### config.mk
export PLATFORM = sky130hd
export DESIGN_NAME = echo_peak_and_dtd_regs
export DESIGN_NICKNAME = d
export VERILOG_FILES = /design/src/rtl/echo_regs_pkg.sv /design/src/rtl/level_peak_tracker.sv /design/src/rtl/echo_peak_and_dtd_regs.sv
export SDC_FILE = /design/constraint.sdc
export NUM_CORES = 2
export LEC_CHECK = 0
export BUFFER_PORTS_ARGS = -buffer_cell sky130_fd_sc_hd__buf_2
export CORE_MARGIN = 2
export CORE_UTILIZATION = 37
export CTS_CLUSTER_DIAMETER = 40
export DETAILED_ROUTE_END_ITERATION = 8
export HOLD_SLACK_MARGIN = 0.02
export MAX_ROUTING_LAYER = met4
export PLACE_DENSITY = 0.63
export SLEW_MARGIN = 15
export SYNTH_ARGS = -nofsm -noshare
export SYNTH_HDL_FRONTEND = slang
export SYNTH_HIERARCHICAL = 1
export SYNTH_SLANG_ARGS = --single-unit
export TNS_END_PERCENT = 50
### constraint.sdc
create_clock -name clk_sys_i -period 7.47 [get_ports clk_sys_i]
set_input_delay 0.3735 -clock clk_sys_i [delete_from_list [all_inputs] [get_ports clk_sys_i]]
set_output_delay 0.3735 -clock clk_sys_i [all_outputs]
set_load 0.01 [all_outputs]
### src/rtl/echo_regs_pkg.sv
package echo_regs_pkg;

  localparam int ADDR_W = 8;
  localparam int DATA_W = 8;
  localparam int LEVEL_W = 16;

  // Canceller A
  localparam logic [7:0] OFS_A_SEND_PEAK_LOW = 8'h0E;
  localparam logic [7:0] OFS_A_SEND_PEAK_HIGH = 8'h0F;
  localparam logic [7:0] OFS_A_ERROR_PEAK_LOW = 8'h10;
  localparam logic [7:0] OFS_A_ERROR_PEAK_HIGH = 8'h11;
  localparam logic [7:0] OFS_A_THRESHOLD_LOW = 8'h14;
  localparam logic [7:0] OFS_A_THRESHOLD_HIGH = 8'h15;

  // Canceller B
  localparam logic [7:0] OFS_B_SEND_PEAK_LOW = 8'h2E;
  localparam logic [7:0] OFS_B_SEND_PEAK_HIGH = 8'h2F;
  localparam logic [7:0] OFS_B_ERROR_PEAK_LOW = 8'h30;
  localparam logic [7:0] OFS_B_ERROR_PEAK_HIGH = 8'h31;
  localparam logic [7:0] OFS_B_THRESHOLD_LOW = 8'h34;
  localparam logic [7:0] OFS_B_THRESHOLD_HIGH = 8'h35;

  localparam logic [7:0] THRESHOLD_LOW_RESET = 8'h00;
  localparam logic [7:0] THRESHOLD_HIGH_RESET = 8'h48;
  localparam logic [7:0] UNMAPPED_READ = 8'h00;

  // Peak decays by peak >> PEAK_DECAY_SHIFT, or by 1 when that is zero, on every quieter sample
  localparam int PEAK_DECAY_SHIFT = 6;
  // Threshold is a Q15 fraction of the receive-path peak
  localparam int FRAC_BITS = 15;

  localparam logic [15:0] LEVEL_MAX = 16'h7FFF;

  // Magnitude of a two's complement sample, saturated at full scale
  function automatic logic [15:0] magnitude(input logic [15:0] s);
    logic [15:0] neg;
    neg = 16'h0000 - s;
    if (!s[15]) begin
      magnitude = s;
    end else if (s == 16'h8000) begin
      magnitude = LEVEL_MAX;
    end else begin
      magnitude = neg;
    end
  endfunction

endpackage

### src/rtl/level_peak_tracker.sv
module level_peak_tracker
  import echo_regs_pkg::*;
(
  input wire logic clk_sys_i,
  input wire logic rst_n_i,
  input wire logic sample_valid_i,
  input wire logic [echo_regs_pkg::LEVEL_W-1:0] sample_i,
  output logic [echo_regs_pkg::LEVEL_W-1:0] peak_o
);

  logic [LEVEL_W-1:0] peak_reg;
  logic [LEVEL_W-1:0] peak_next;
  logic [LEVEL_W-1:0] mag;
  logic [LEVEL_W-1:0] decay;

  assign mag = magnitude(sample_i);
  assign decay = peak_reg >> PEAK_DECAY_SHIFT;

  // Fast attack, slow release: a loud sample is caught at once
  always_comb begin
    peak_next = peak_reg;
    if (sample_valid_i) begin
      if (mag >= peak_reg) begin
        peak_next = mag;
      end else if (decay != 16'h0000) begin
        peak_next = peak_reg - decay;
      end else begin
        peak_next = peak_reg - 16'h0001;
      end
    end
  end

  always_ff @(posedge clk_sys_i or negedge rst_n_i) begin
    if (!rst_n_i) begin
      peak_reg <= 16'h0000;
    end else begin
      peak_reg <= peak_next;
    end
  end

  assign peak_o = peak_reg;

endmodule

### src/rtl/echo_peak_and_dtd_regs.sv
// Chosen here: the address-and-strobe port.
module echo_peak_and_dtd_regs
  import echo_regs_pkg::*;
(
  input wire logic clk_sys_i,
  input wire logic reset_n_i,
  // Register port
  input wire logic [echo_regs_pkg::ADDR_W-1:0] reg_addr_i,
  input wire logic [echo_regs_pkg::DATA_W-1:0] reg_wdata_i,
  input wire logic reg_write_i,
  input wire logic reg_read_i,
  output logic [echo_regs_pkg::DATA_W-1:0] reg_rdata_o,
  // Canceller A sample stream
  input wire logic sample_valid_a_i,
  input wire logic [echo_regs_pkg::LEVEL_W-1:0] send_sample_a_i,
  input wire logic [echo_regs_pkg::LEVEL_W-1:0] error_sample_a_i,
  input wire logic [echo_regs_pkg::LEVEL_W-1:0] receive_sample_a_i,
  // Canceller B sample stream
  input wire logic sample_valid_b_i,
  input wire logic [echo_regs_pkg::LEVEL_W-1:0] send_sample_b_i,
  input wire logic [echo_regs_pkg::LEVEL_W-1:0] error_sample_b_i,
  input wire logic [echo_regs_pkg::LEVEL_W-1:0] receive_sample_b_i,
  // Detector results
  output logic double_talk_a_o,
  output logic double_talk_b_o,
  output logic [echo_regs_pkg::LEVEL_W-1:0] talk_threshold_a_o,
  output logic [echo_regs_pkg::LEVEL_W-1:0] talk_threshold_b_o
);

  ////////////////////////////////////////////////////////////////////////////
  // Reset release

  logic rst_meta_reg;
  logic rst_n;

  always_ff @(posedge clk_sys_i or negedge reset_n_i) begin
    if (!reset_n_i) begin
      rst_meta_reg <= 1'b0;
      rst_n <= 1'b0;
    end else begin
      rst_meta_reg <= 1'b1;
      rst_n <= rst_meta_reg;
    end
  end

  ////////////////////////////////////////////////////////////////////////////
  // Level trackers, index 0 is canceller A, index 1 is canceller B

  logic [1:0] valid;
  logic [LEVEL_W-1:0] send_in [2];
  logic [LEVEL_W-1:0] error_in [2];
  logic [LEVEL_W-1:0] receive_in [2];
  logic [LEVEL_W-1:0] send_peak_level [2];
  logic [LEVEL_W-1:0] error_peak_level [2];
  logic [LEVEL_W-1:0] receive_peak [2];

  assign valid = {sample_valid_b_i, sample_valid_a_i};
  assign send_in[0] = send_sample_a_i;
  assign send_in[1] = send_sample_b_i;
  assign error_in[0] = error_sample_a_i;
  assign error_in[1] = error_sample_b_i;
  assign receive_in[0] = receive_sample_a_i;
  assign receive_in[1] = receive_sample_b_i;

  // Peaks follow the signals only; no register write reaches them
  for (genvar c = 0; c < 2; c++) begin : g_track
    level_peak_tracker u_send_peak (
      .clk_sys_i(clk_sys_i),
      .rst_n_i(rst_n),
      .sample_valid_i(valid[c]),
      .sample_i(send_in[c]),
      .peak_o(send_peak_level[c])
    );
    level_peak_tracker u_error_peak (
      .clk_sys_i(clk_sys_i),
      .rst_n_i(rst_n),
      .sample_valid_i(valid[c]),
      .sample_i(error_in[c]),
      .peak_o(error_peak_level[c])
    );
    level_peak_tracker u_receive_peak (
      .clk_sys_i(clk_sys_i),
      .rst_n_i(rst_n),
      .sample_valid_i(valid[c]),
      .sample_i(receive_in[c]),
      .peak_o(receive_peak[c])
    );
  end

  ////////////////////////////////////////////////////////////////////////////
  // Address decode

  typedef enum {
    SEL_NONE,
    SEL_SEND_LOW,
    SEL_SEND_HIGH,
    SEL_ERROR_LOW,
    SEL_ERROR_HIGH,
    SEL_THR_LOW,
    SEL_THR_HIGH
  } reg_sel_t;

  reg_sel_t sel;
  logic sel_b;

  always_comb begin
    sel = SEL_NONE;
    sel_b = 1'b0;
    unique case (reg_addr_i)
      OFS_A_SEND_PEAK_LOW: sel = SEL_SEND_LOW;
      OFS_A_SEND_PEAK_HIGH: sel = SEL_SEND_HIGH;
      OFS_A_ERROR_PEAK_LOW: sel = SEL_ERROR_LOW;
      OFS_A_ERROR_PEAK_HIGH: sel = SEL_ERROR_HIGH;
      OFS_A_THRESHOLD_LOW: sel = SEL_THR_LOW;
      OFS_A_THRESHOLD_HIGH: sel = SEL_THR_HIGH;
      OFS_B_SEND_PEAK_LOW: begin
        sel = SEL_SEND_LOW;
        sel_b = 1'b1;
      end
      OFS_B_SEND_PEAK_HIGH: begin
        sel = SEL_SEND_HIGH;
        sel_b = 1'b1;
      end
      OFS_B_ERROR_PEAK_LOW: begin
        sel = SEL_ERROR_LOW;
        sel_b = 1'b1;
      end
      OFS_B_ERROR_PEAK_HIGH: begin
        sel = SEL_ERROR_HIGH;
        sel_b = 1'b1;
      end
      OFS_B_THRESHOLD_LOW: begin
        sel = SEL_THR_LOW;
        sel_b = 1'b1;
      end
      OFS_B_THRESHOLD_HIGH: begin
        sel = SEL_THR_HIGH;
        sel_b = 1'b1;
      end
      default: sel = SEL_NONE;
    endcase
  end

  ////////////////////////////////////////////////////////////////////////////
  // Talk threshold storage

  logic [LEVEL_W-1:0] talk_threshold_reg [2];

  always_ff @(posedge clk_sys_i or negedge rst_n) begin
    if (!rst_n) begin
      for (int c = 0; c < 2; c++) begin
        talk_threshold_reg[c] <= {THRESHOLD_HIGH_RESET,
                                  THRESHOLD_LOW_RESET};
      end
    end else if (reg_write_i) begin
      // Peak selections fall through here untouched
      if (sel == SEL_THR_LOW) begin
        talk_threshold_reg[sel_b][7:0] <= reg_wdata_i;
      end else if (sel == SEL_THR_HIGH) begin
        talk_threshold_reg[sel_b][15:8] <= reg_wdata_i;
      end
    end
  end

  assign talk_threshold_a_o = talk_threshold_reg[0];
  assign talk_threshold_b_o = talk_threshold_reg[1];

  ////////////////////////////////////////////////////////////////////////////
  // Coherent peak reads
  // Reading a low byte freezes the matching high byte, so a low-then-high
  // pair always belongs to one 16-bit value even as the peak moves.

  logic [7:0] send_high_hold_reg [2];
  logic [7:0] error_high_hold_reg [2];
  logic [1:0] send_hold_valid_reg;
  logic [1:0] error_hold_valid_reg;

  always_ff @(posedge clk_sys_i or negedge rst_n) begin
    if (!rst_n) begin
      for (int c = 0; c < 2; c++) begin
        send_high_hold_reg[c] <= 8'h00;
        error_high_hold_reg[c] <= 8'h00;
      end
      send_hold_valid_reg <= 2'b00;
      error_hold_valid_reg <= 2'b00;
    end else if (reg_read_i) begin
      unique case (sel)
        SEL_SEND_LOW: begin
          send_high_hold_reg[sel_b] <= send_peak_level[sel_b][15:8];
          send_hold_valid_reg[sel_b] <= 1'b1;
        end
        SEL_SEND_HIGH: send_hold_valid_reg[sel_b] <= 1'b0;
        SEL_ERROR_LOW: begin
          error_high_hold_reg[sel_b] <= error_peak_level[sel_b][15:8];
          error_hold_valid_reg[sel_b] <= 1'b1;
        end
        SEL_ERROR_HIGH: error_hold_valid_reg[sel_b] <= 1'b0;
        SEL_NONE, SEL_THR_LOW, SEL_THR_HIGH: begin
        end
      endcase
    end
  end

  ////////////////////////////////////////////////////////////////////////////
  // Read data, one cycle after the strobe

  logic [DATA_W-1:0] rdata_next;
  logic [DATA_W-1:0] rdata_reg;
  logic [7:0] send_high_now;
  logic [7:0] error_high_now;

  // A high byte read without a prior low read shows the live value
  assign send_high_now = send_hold_valid_reg[sel_b] ?
                         send_high_hold_reg[sel_b] :
                         send_peak_level[sel_b][15:8];
  assign error_high_now = error_hold_valid_reg[sel_b] ?
                          error_high_hold_reg[sel_b] :
                          error_peak_level[sel_b][15:8];

  always_comb begin
    rdata_next = UNMAPPED_READ;
    unique case (sel)
      SEL_SEND_LOW: rdata_next = send_peak_level[sel_b][7:0];
      SEL_SEND_HIGH: rdata_next = send_high_now;
      SEL_ERROR_LOW: rdata_next = error_peak_level[sel_b][7:0];
      SEL_ERROR_HIGH: rdata_next = error_high_now;
      SEL_THR_LOW: rdata_next = talk_threshold_reg[sel_b][7:0];
      SEL_THR_HIGH: rdata_next = talk_threshold_reg[sel_b][15:8];
      SEL_NONE: rdata_next = UNMAPPED_READ;
    endcase
  end

  // Read data stand for exactly one cycle, then return to zero
  always_ff @(posedge clk_sys_i or negedge rst_n) begin
    if (!rst_n) begin
      rdata_reg <= 8'h00;
    end else if (reg_read_i) begin
      rdata_reg <= rdata_next;
    end else begin
      rdata_reg <= 8'h00;
    end
  end

  assign reg_rdata_o = rdata_reg;

  ////////////////////////////////////////////////////////////////////////////
  // Double-talk decision
  // Near-end speech is declared when the send level exceeds the threshold
  // fraction of the receive peak. The product is kept at full width so a
  // large threshold cannot wrap into a small limit.

  logic [1:0] double_talk_reg;
  logic [LEVEL_W-1:0] send_mag [2];
  logic [2*LEVEL_W-1:0] product [2];
  logic [LEVEL_W:0] limit [2];

  for (genvar c = 0; c < 2; c++) begin : g_detect
    assign send_mag[c] = magnitude(send_in[c]);
    // Negative thresholds are treated as zero: any send energy counts
    assign product[c] = talk_threshold_reg[c][15] ? 32'h0000_0000 :
                        talk_threshold_reg[c] * receive_peak[c];
    assign limit[c] = product[c][FRAC_BITS +: LEVEL_W + 1];
  end

  // Uses the threshold held at this edge, so a write counts from the
  // next sample onward
  always_ff @(posedge clk_sys_i or negedge rst_n) begin
    if (!rst_n) begin
      double_talk_reg <= 2'b00;
    end else begin
      for (int c = 0; c < 2; c++) begin
        if (valid[c]) begin
          double_talk_reg[c] <= {1'b0, send_mag[c]} > limit[c];
        end
      end
    end
  end

  assign double_talk_a_o = double_talk_reg[0];
  assign double_talk_b_o = double_talk_reg[1];

endmodule

# ---- Word-level counts from Yosys, hierarchy flattened
# Index checks and enable logic that the tools add are counted.
dict set report word_totals {
  regBits 176
  elab_cells 174
  inputBits 118
  output_inout_bits 42
}
dict set report op_classes {
  bitwise 6
  n_mul 2
  n_eq_ne 26
  magnitude_cmp 12
  mux 67
  add_sub_neg 18
  n_reduce_logical 24
}
# op count
set op_table {}
lappend op_table {{2-to-1 mux 16 bit} 34}
lappend op_table {{2-to-1 mux 32 bit} 4}
lappend op_table {{equality test 16 bit (second input constant)} 6}
lappend op_table {{equality test 32 x 3 -> 1 bit (second input constant)} 3}
lappend op_table {{>= comparator 16 bit} 6}
lappend op_table {{nonzero test 16 bit} 6}
lappend op_table {{subtractor 1 x 16 -> 16 bit (first input constant)} 6}
lappend op_table {{subtractor 16 x 1 -> 16 bit (second input constant)} 6}
lappend op_table {{subtractor 16 x 10 -> 16 bit} 6}
lappend op_table {{2-to-1 mux 8 bit} 11}
lappend op_table {{bitwise mux 32 bit} 2}
lappend op_table {{equality test 32 x 2 -> 1 bit (second input constant)} 2}
lappend op_table {{equality test 32 x 4 -> 1 bit (second input constant)} 2}
lappend op_table {{multiplier 16 x 16 -> 32 bit} 2}
lappend op_table {{case mux 8 bit (7 select lines)} 1}
lappend op_table {{equality test 8 x 6 -> 1 bit (second input constant)} 6}
lappend op_table {{> comparator 16 x 17 -> 1 bit} 2}
lappend op_table {{bitwise mux 16 bit} 2}
lappend op_table {{demux 16 bit (select 1 bit)} 2}
lappend op_table {{equality test 32 x 1 -> 1 bit (second input constant)} 1}
lappend op_table {{equality test 8 x 5 -> 1 bit (second input constant)} 4}
lappend op_table {{zero test 32 bit} 1}
lappend op_table {{case mux 3 bit (6 select lines)} 1}
lappend op_table {{equality test 8 x 4 -> 1 bit (second input constant)} 2}
lappend op_table {{17 further kinds} 37}

# ---- Longest topological paths before layout
dict set report depth {
  ltp_word 11
  depth_mapped 32
  mapped_depth_nobuf 31
}

# ---- Hierarchy
# The synthesis kept the hierarchy.
# module cells_each n_inst area_per_inst_um2 seq_area_each_um2
set by_module_without_submodules {}
lappend by_module_without_submodules {echo_peak_and_dtd_regs 2446 1 21828.4 2006.9}
lappend by_module_without_submodules {level_peak_tracker 286 6 2174.6 400.4}

# ---- Least setup slack after synthesis
# OpenSTA, ideal clock, no wires.
dict set report synth_path {
  path_kind {flip-flop to flip-flop}
  from {register talk_threshold_reg, in the netlist talk_threshold_a_o[7]}
  to {register double_talk_reg[0]}
  stages_incl_launch_ff 29
  synth_period_minus_slack_ns 7.476
  path_buffers 2
  arrival_time_ns 7.407
  setup_ns 0.069
  required_time_ns 7.401
  slack_ns -0.006
  path_cell_list {dfrtp_1 -> clkbuf_1 -> clkbuf_1 -> nand2_1 -> fa_1 -> inv_1 -> fa_1 -> fa_1 -> fa_1 -> fa_1 -> inv_1 -> fa_1 -> inv_1 -> ha_1 -> nand2_1 -> nor4_1 -> a21oi_1 -> a2111oi_4 -> o21ai_1 -> nand2b_1 -> a211oi_1 -> or3_1 -> ha_1 -> and4_1 -> nand3_1 -> o21bai_1 -> a211oi_1 -> or4b_1 -> nand3_1}
}
dict set report synth_via {
  elab_chain_len 3
}
# element line_no
set synth_lines {}
lappend synth_lines {{start, declared} echo_peak_and_dtd_regs.sv:147} ;# logic [LEVEL_W-1:0] talk_threshold_reg [2];
lappend synth_lines {{start signal, assigned by index} echo_peak_and_dtd_regs.sv:152} ;# talk_threshold_reg[c] <= {THRESHOLD_HIGH_RESET,
lappend synth_lines {{start signal, assigned by index} echo_peak_and_dtd_regs.sv:158} ;# talk_threshold_reg[sel_b][7:0] <= reg_wdata_i;
lappend synth_lines {{start signal, assigned by index} echo_peak_and_dtd_regs.sv:160} ;# talk_threshold_reg[sel_b][15:8] <= reg_wdata_i;
lappend synth_lines {{multiplier 16 x 16 -> 32 bit} echo_peak_and_dtd_regs.sv:261} ;# talk_threshold_reg[c] * receive_peak[c];
lappend synth_lines {{2-to-1 mux 32 bit} echo_peak_and_dtd_regs.sv:260} ;# assign product[c] = talk_threshold_reg[c][15] ? 32'h0000_0000 :
lappend synth_lines {{> comparator 16 x 17 -> 1 bit} echo_peak_and_dtd_regs.sv:273} ;# double_talk_reg[c] <= {1'b0, send_mag[c]} > limit[c];
lappend synth_lines {{end signal, assigned by index} echo_peak_and_dtd_regs.sv:273}
lappend synth_lines {{end, declared} echo_peak_and_dtd_regs.sv:252} ;# logic [1:0] double_talk_reg;
# Every way passes these cells.
# A chain may end at the register's enable or synchronous reset.

# ---- Final worst setup path
dict set report layout_path {
  from {register g_track[0].u_receive_peak.peak_reg[6]}
  to {register double_talk_reg[0]}
}
dict set report layout_via {
  elab_chain_len 3
}
# element line_no
set layout_lines {}
lappend layout_lines {{start, declared} level_peak_tracker.sv:11} ;# logic [LEVEL_W-1:0] peak_reg;
lappend layout_lines {{start signal, assigned} level_peak_tracker.sv:37} ;# peak_reg <= peak_next;
lappend layout_lines {{multiplier 16 x 16 -> 32 bit} echo_peak_and_dtd_regs.sv:261}
lappend layout_lines {{2-to-1 mux 32 bit} echo_peak_and_dtd_regs.sv:260}
lappend layout_lines {{> comparator 16 x 17 -> 1 bit} echo_peak_and_dtd_regs.sv:273}
# Every way passes these cells.

==> qor.yml <==
synthesis:
  synth_cells: 4162
  synth_top_family_by_area: "adder cells"
  synth_ff_type: "dfrtp_1"
  ys_seq_area_share_pct: 12.6
  syn_area_um2: 34900
  ys_types: 86
  synth_edf_count: 0
  synth_compound_area_share_pct: 14.1
  synth_seq_cells: 176
  syn_avg_cell_area_um2: 8.38
  synth_mux_area_share_pct: 4.58
  synthArstFlopShare_pct: 100
  syn_nets: 5070
  yosys_warnings: 6
  synth_adder_area_share_pct: 36.8
  synthSimpleGateAreaFrac_pct: 20.2
  synthXorXnorAreaFrac_pct: 2.64
placement:
  port_buffers: 159
  gp_congestion: 0.903
  dp_hpwl_um: 81500
cts:
  cts_inserted_buffers: 17
  htreeDepth: 4
  cts_num_sinks: 176
  cts_max_path_buffers: 2
  cts_tree: "done"
  clk_latency_ns: 0.51
  clk_pin_slew_worst_paths_ns: 0.08
  clock-root-buffer: "clkbuf_16"
run_status:
  violations: "setup timing"
  status: "complete, but fails checks"
sta:
  finalSetupTns_ns: -0.0224
  final-max-slew-violation-count: 0
  slew_headroom_pct: 31.8
  finClkSkew_ns: 0.0147
  rsz0062_at_grt: "yes"
  fin_crit_sh_pct: 100
  worst_slew_pin_slew_ns: 1.02
  finalHoldViolCount: 0
  max_freq_ghz: 0.133
  min_period_ns: 7.49
  finalSetupViolCount: 1
  fin_ws_ns: -0.0224
  whs_ns: 0.170
critical_path:
  reg2reg_slack_ns: -0.02
  cpMaxStageDelayCell: "fa_1"
  cp-end-kind: "flip-flop"
  slowest_delay_ns: 0.55
  cp_max_fo: 10
  start_kind: "flip-flop"
  critPathTopFamily: "adder cells"
  cp_num_buf_inv: 7
  required_ns: 7.86
  path_common_cell: "fa_1"
  worstSetupPathType: "reg -> reg"
  critPathArrivalTime_ns: 7.88
pwr:
  max-vdd-ir-drop_v: 0.000288
  power_density_nw_per_um2: 277
  p_leak_nw: 19.4
  p_seq_share_pct: 16.4
  combPwrFrac_pct: 74.0
  p_sw_w: 0.00550
  clkPwrFrac_pct: 9.6
  intPower_w: 0.00521
  p_sw_share_pct: 51.3
global_routing:
  grt_pass1_vias: 29595
  grt_first_pass_wirelength_um: 161000
  antenna_found_initial: 10
  grt_max_degree: 115
  globalRouteOverflowTotal: 0
  grt_use_total_pct: 21.1
routing:
  drt_iter0_markers: 2189
  wirelength_um: 98600
  avgViaCountPerCell: 5.33
  ant_nets: 0
  vias: 29937
  drc: 0
  wl_per_cell_um: 17.6
  first_pass_iters: 6
floorplanning:
  boundaryPins: 160
  coreArea_um2: 93300
  die_y_um: 311
  die_x_um: 311
  die_area_um2: 96700
  initial_utilization_pct: 37.4
  placementRows: 112
flow_run:
  max-cap-violations: 0
finish:
  areaGrowthSynthToFinish_pct: 10.8
  layout.nets: 5253
  drive_gt1_share_pct: 12.1
min_path:
  hold_path_class: "in -> async"
cell type report:
class,instances,area (um2)
Multi-Input combinational cell,3162,27400
Inverter,663,2490
Clock buffer,18,429
Sequential cell,176,4430
Antenna cell,9,22.5
Fill cell,9510,54700
Timing Repair Buffer,325,2070
Clock inverter,13,204
Tap cell,1254,1570
through the flow:
| stage | std cells | cell area, um2 | total power, W | utilization, % | worst slack [ns] |
|---|---|---|---|---|---|
| after floorplan | 4162 | 34900 | 0.00728 | - | 0.0479 |
| after global placement | 5577 | 37900 | 0.00946 | 40.6 | -0.139 |
| after detailed placement | 5577 | 37900 | 0.00953 | 40.6 | -0.192 |
| after CTS | 5610 | 38600 | 0.0107 | 41.3 | -0.0423 |
| after global routing | 5618 | 38600 | 0.0119 | 41.4 | -0.374 |
| final | 5620 | 38600 | 0.0107 | 41.4 | -0.0224 |
placed cells by master (no fill, tap or decap), types with 17 or more instances in the layout:
cell	count
nand3_1	81
a31oi_1	89
o21a_1	35
buf_4	165
a211oi_1	65
nand4_1	44
o31a_1	18
o311ai_0	19
nor2_1	223
buf_2	157
inv_1	663
mux2_2	75
nor2b_1	41
nand2b_1	17
xor2_1	38
nor4_1	24
o31ai_1	31
o21ai_0	104
and3_1	27
fa_1	392
mux2i_1	73
a21boi_0	20
ha_1	398
dfrtp_1	161
a21oi_1	139
nor3_1	67
clkbuf_16	17
o22ai_1	20
nand2_1	513
or3_1	18
xnor2_1	67
a21o_1	31
and2_1	237
layer usage:
layer	GRT usage (%)	wire length, um
met4	4.81	2000
met5	-	0
met2	35.4	48500
met3	3.01	4720
met1	27.1	43500
Yosys cell counts, types with 13 or more instances:
cell | n | area, um2
a21boi_0 | 20 | 150
a211o_1 | 14 | 123
o31ai_1 | 31 | 233
nand4_1 | 44 | 275
o22ai_1 | 20 | 125
dfrtp_1 | 172 | 4300
o31a_1 | 18 | 158
mux2i_1 | 73 | 731
nor2b_1 | 41 | 257
a211oi_1 | 67 | 503
nor3_1 | 69 | 345
xnor2_1 | 67 | 587
nand3_1 | 81 | 405
nand3b_1 | 14 | 105
mux2_2 | 75 | 845
a31oi_1 | 89 | 557
xor2_1 | 38 | 333
a21oi_1 | 140 | 701
fa_1 | 392 | 7850
buf_2 | 25 | 125
a2111oi_0 | 15 | 131
o311ai_0 | 19 | 166
a21o_1 | 31 | 233
clkbuf_1 | 126 | 473
ha_1 | 398 | 4980
o211ai_1 | 13 | 97.6
nor2_1 | 224 | 841
nor4_1 | 25 | 156
o21ai_0 | 109 | 546
inv_1 | 663 | 2490
o21a_1 | 35 | 263
nand2b_1 | 17 | 106
and2_1 | 237 | 1480
a311oi_1 | 13 | 114
and3_1 | 27 | 169
or3_1 | 18 | 113
nand2_1 | 514 | 1930
worst reg2reg max path, delay by kind of cell (launching register included):
kind | cells | cell delay [ns]
adders and majority gates | 8 | 3.73
DFF | 1 | 0.49
buffers and inverters | 7 | 0.72
and+or+nand+nor | 8 | 0.95
AOI/OAI and AO/OA | 7 | 1.50
worst paths after layout:
check | from | end | cells after the start
setup / recovery | g_track[0].u_receive_peak/peak_o[6] | double_talk_reg[0] | 30
hold / removal | reset_n_i | rst_n | 2
setup reg to reg | g_track[0].u_receive_peak/peak_o[6] | double_talk_reg[0] | 30
hold reg to reg | rst_meta_reg | rst_n | 0
max in group asynchronous | rst_n | g_track[1].u_send_peak/peak_o[8] | 1
min in group clk_sys_i | reg_wdata_i[1] | talk_threshold_b_o[9] | 2
power by group through the flow:
| stage | clock network [W] | logic (W) | registers [W] |
|---|---|---|---|
| 2_1_floorplan | 0 | 0.00575 | 0.00154 |
| 3_3_place_gp | 0 | 0.00770 | 0.00176 |
| 3_5_place_dp | 0 | 0.00777 | 0.00176 |
| 4_1_cts | 0.00105 | 0.00789 | 0.00175 |
| 5_1_grt | 0.00109 | 0.00903 | 0.00180 |
| 6_report | 0.00103 | 0.00794 | 0.00175 |
cell families after synthesis:
kind of cell               after synthesis
AOI/OAI and AO/OA                      718
xor gates and xnor gates               105
adders and majority gates              790
buffers and inverters                  824
DFF                                    176
muxes                                  150
other                                    1
and+or+nand+nor                       1398
what timing repair did:
| item | CTS | global route |
|---|---|---|
| resized for setup | 19 | 11 |
| pin swaps | 3 | 3 |
| hold buffers | 1 | 0 |
| setup buffers | 1 | 0 |
| gates cloned | 0 | 0 |
| endpoints found under the hold margin | 2 | 0 |
| endpoints found under the setup margin | 2 | 2 |
No activity file was read; power rests on OpenSTA's default activity.
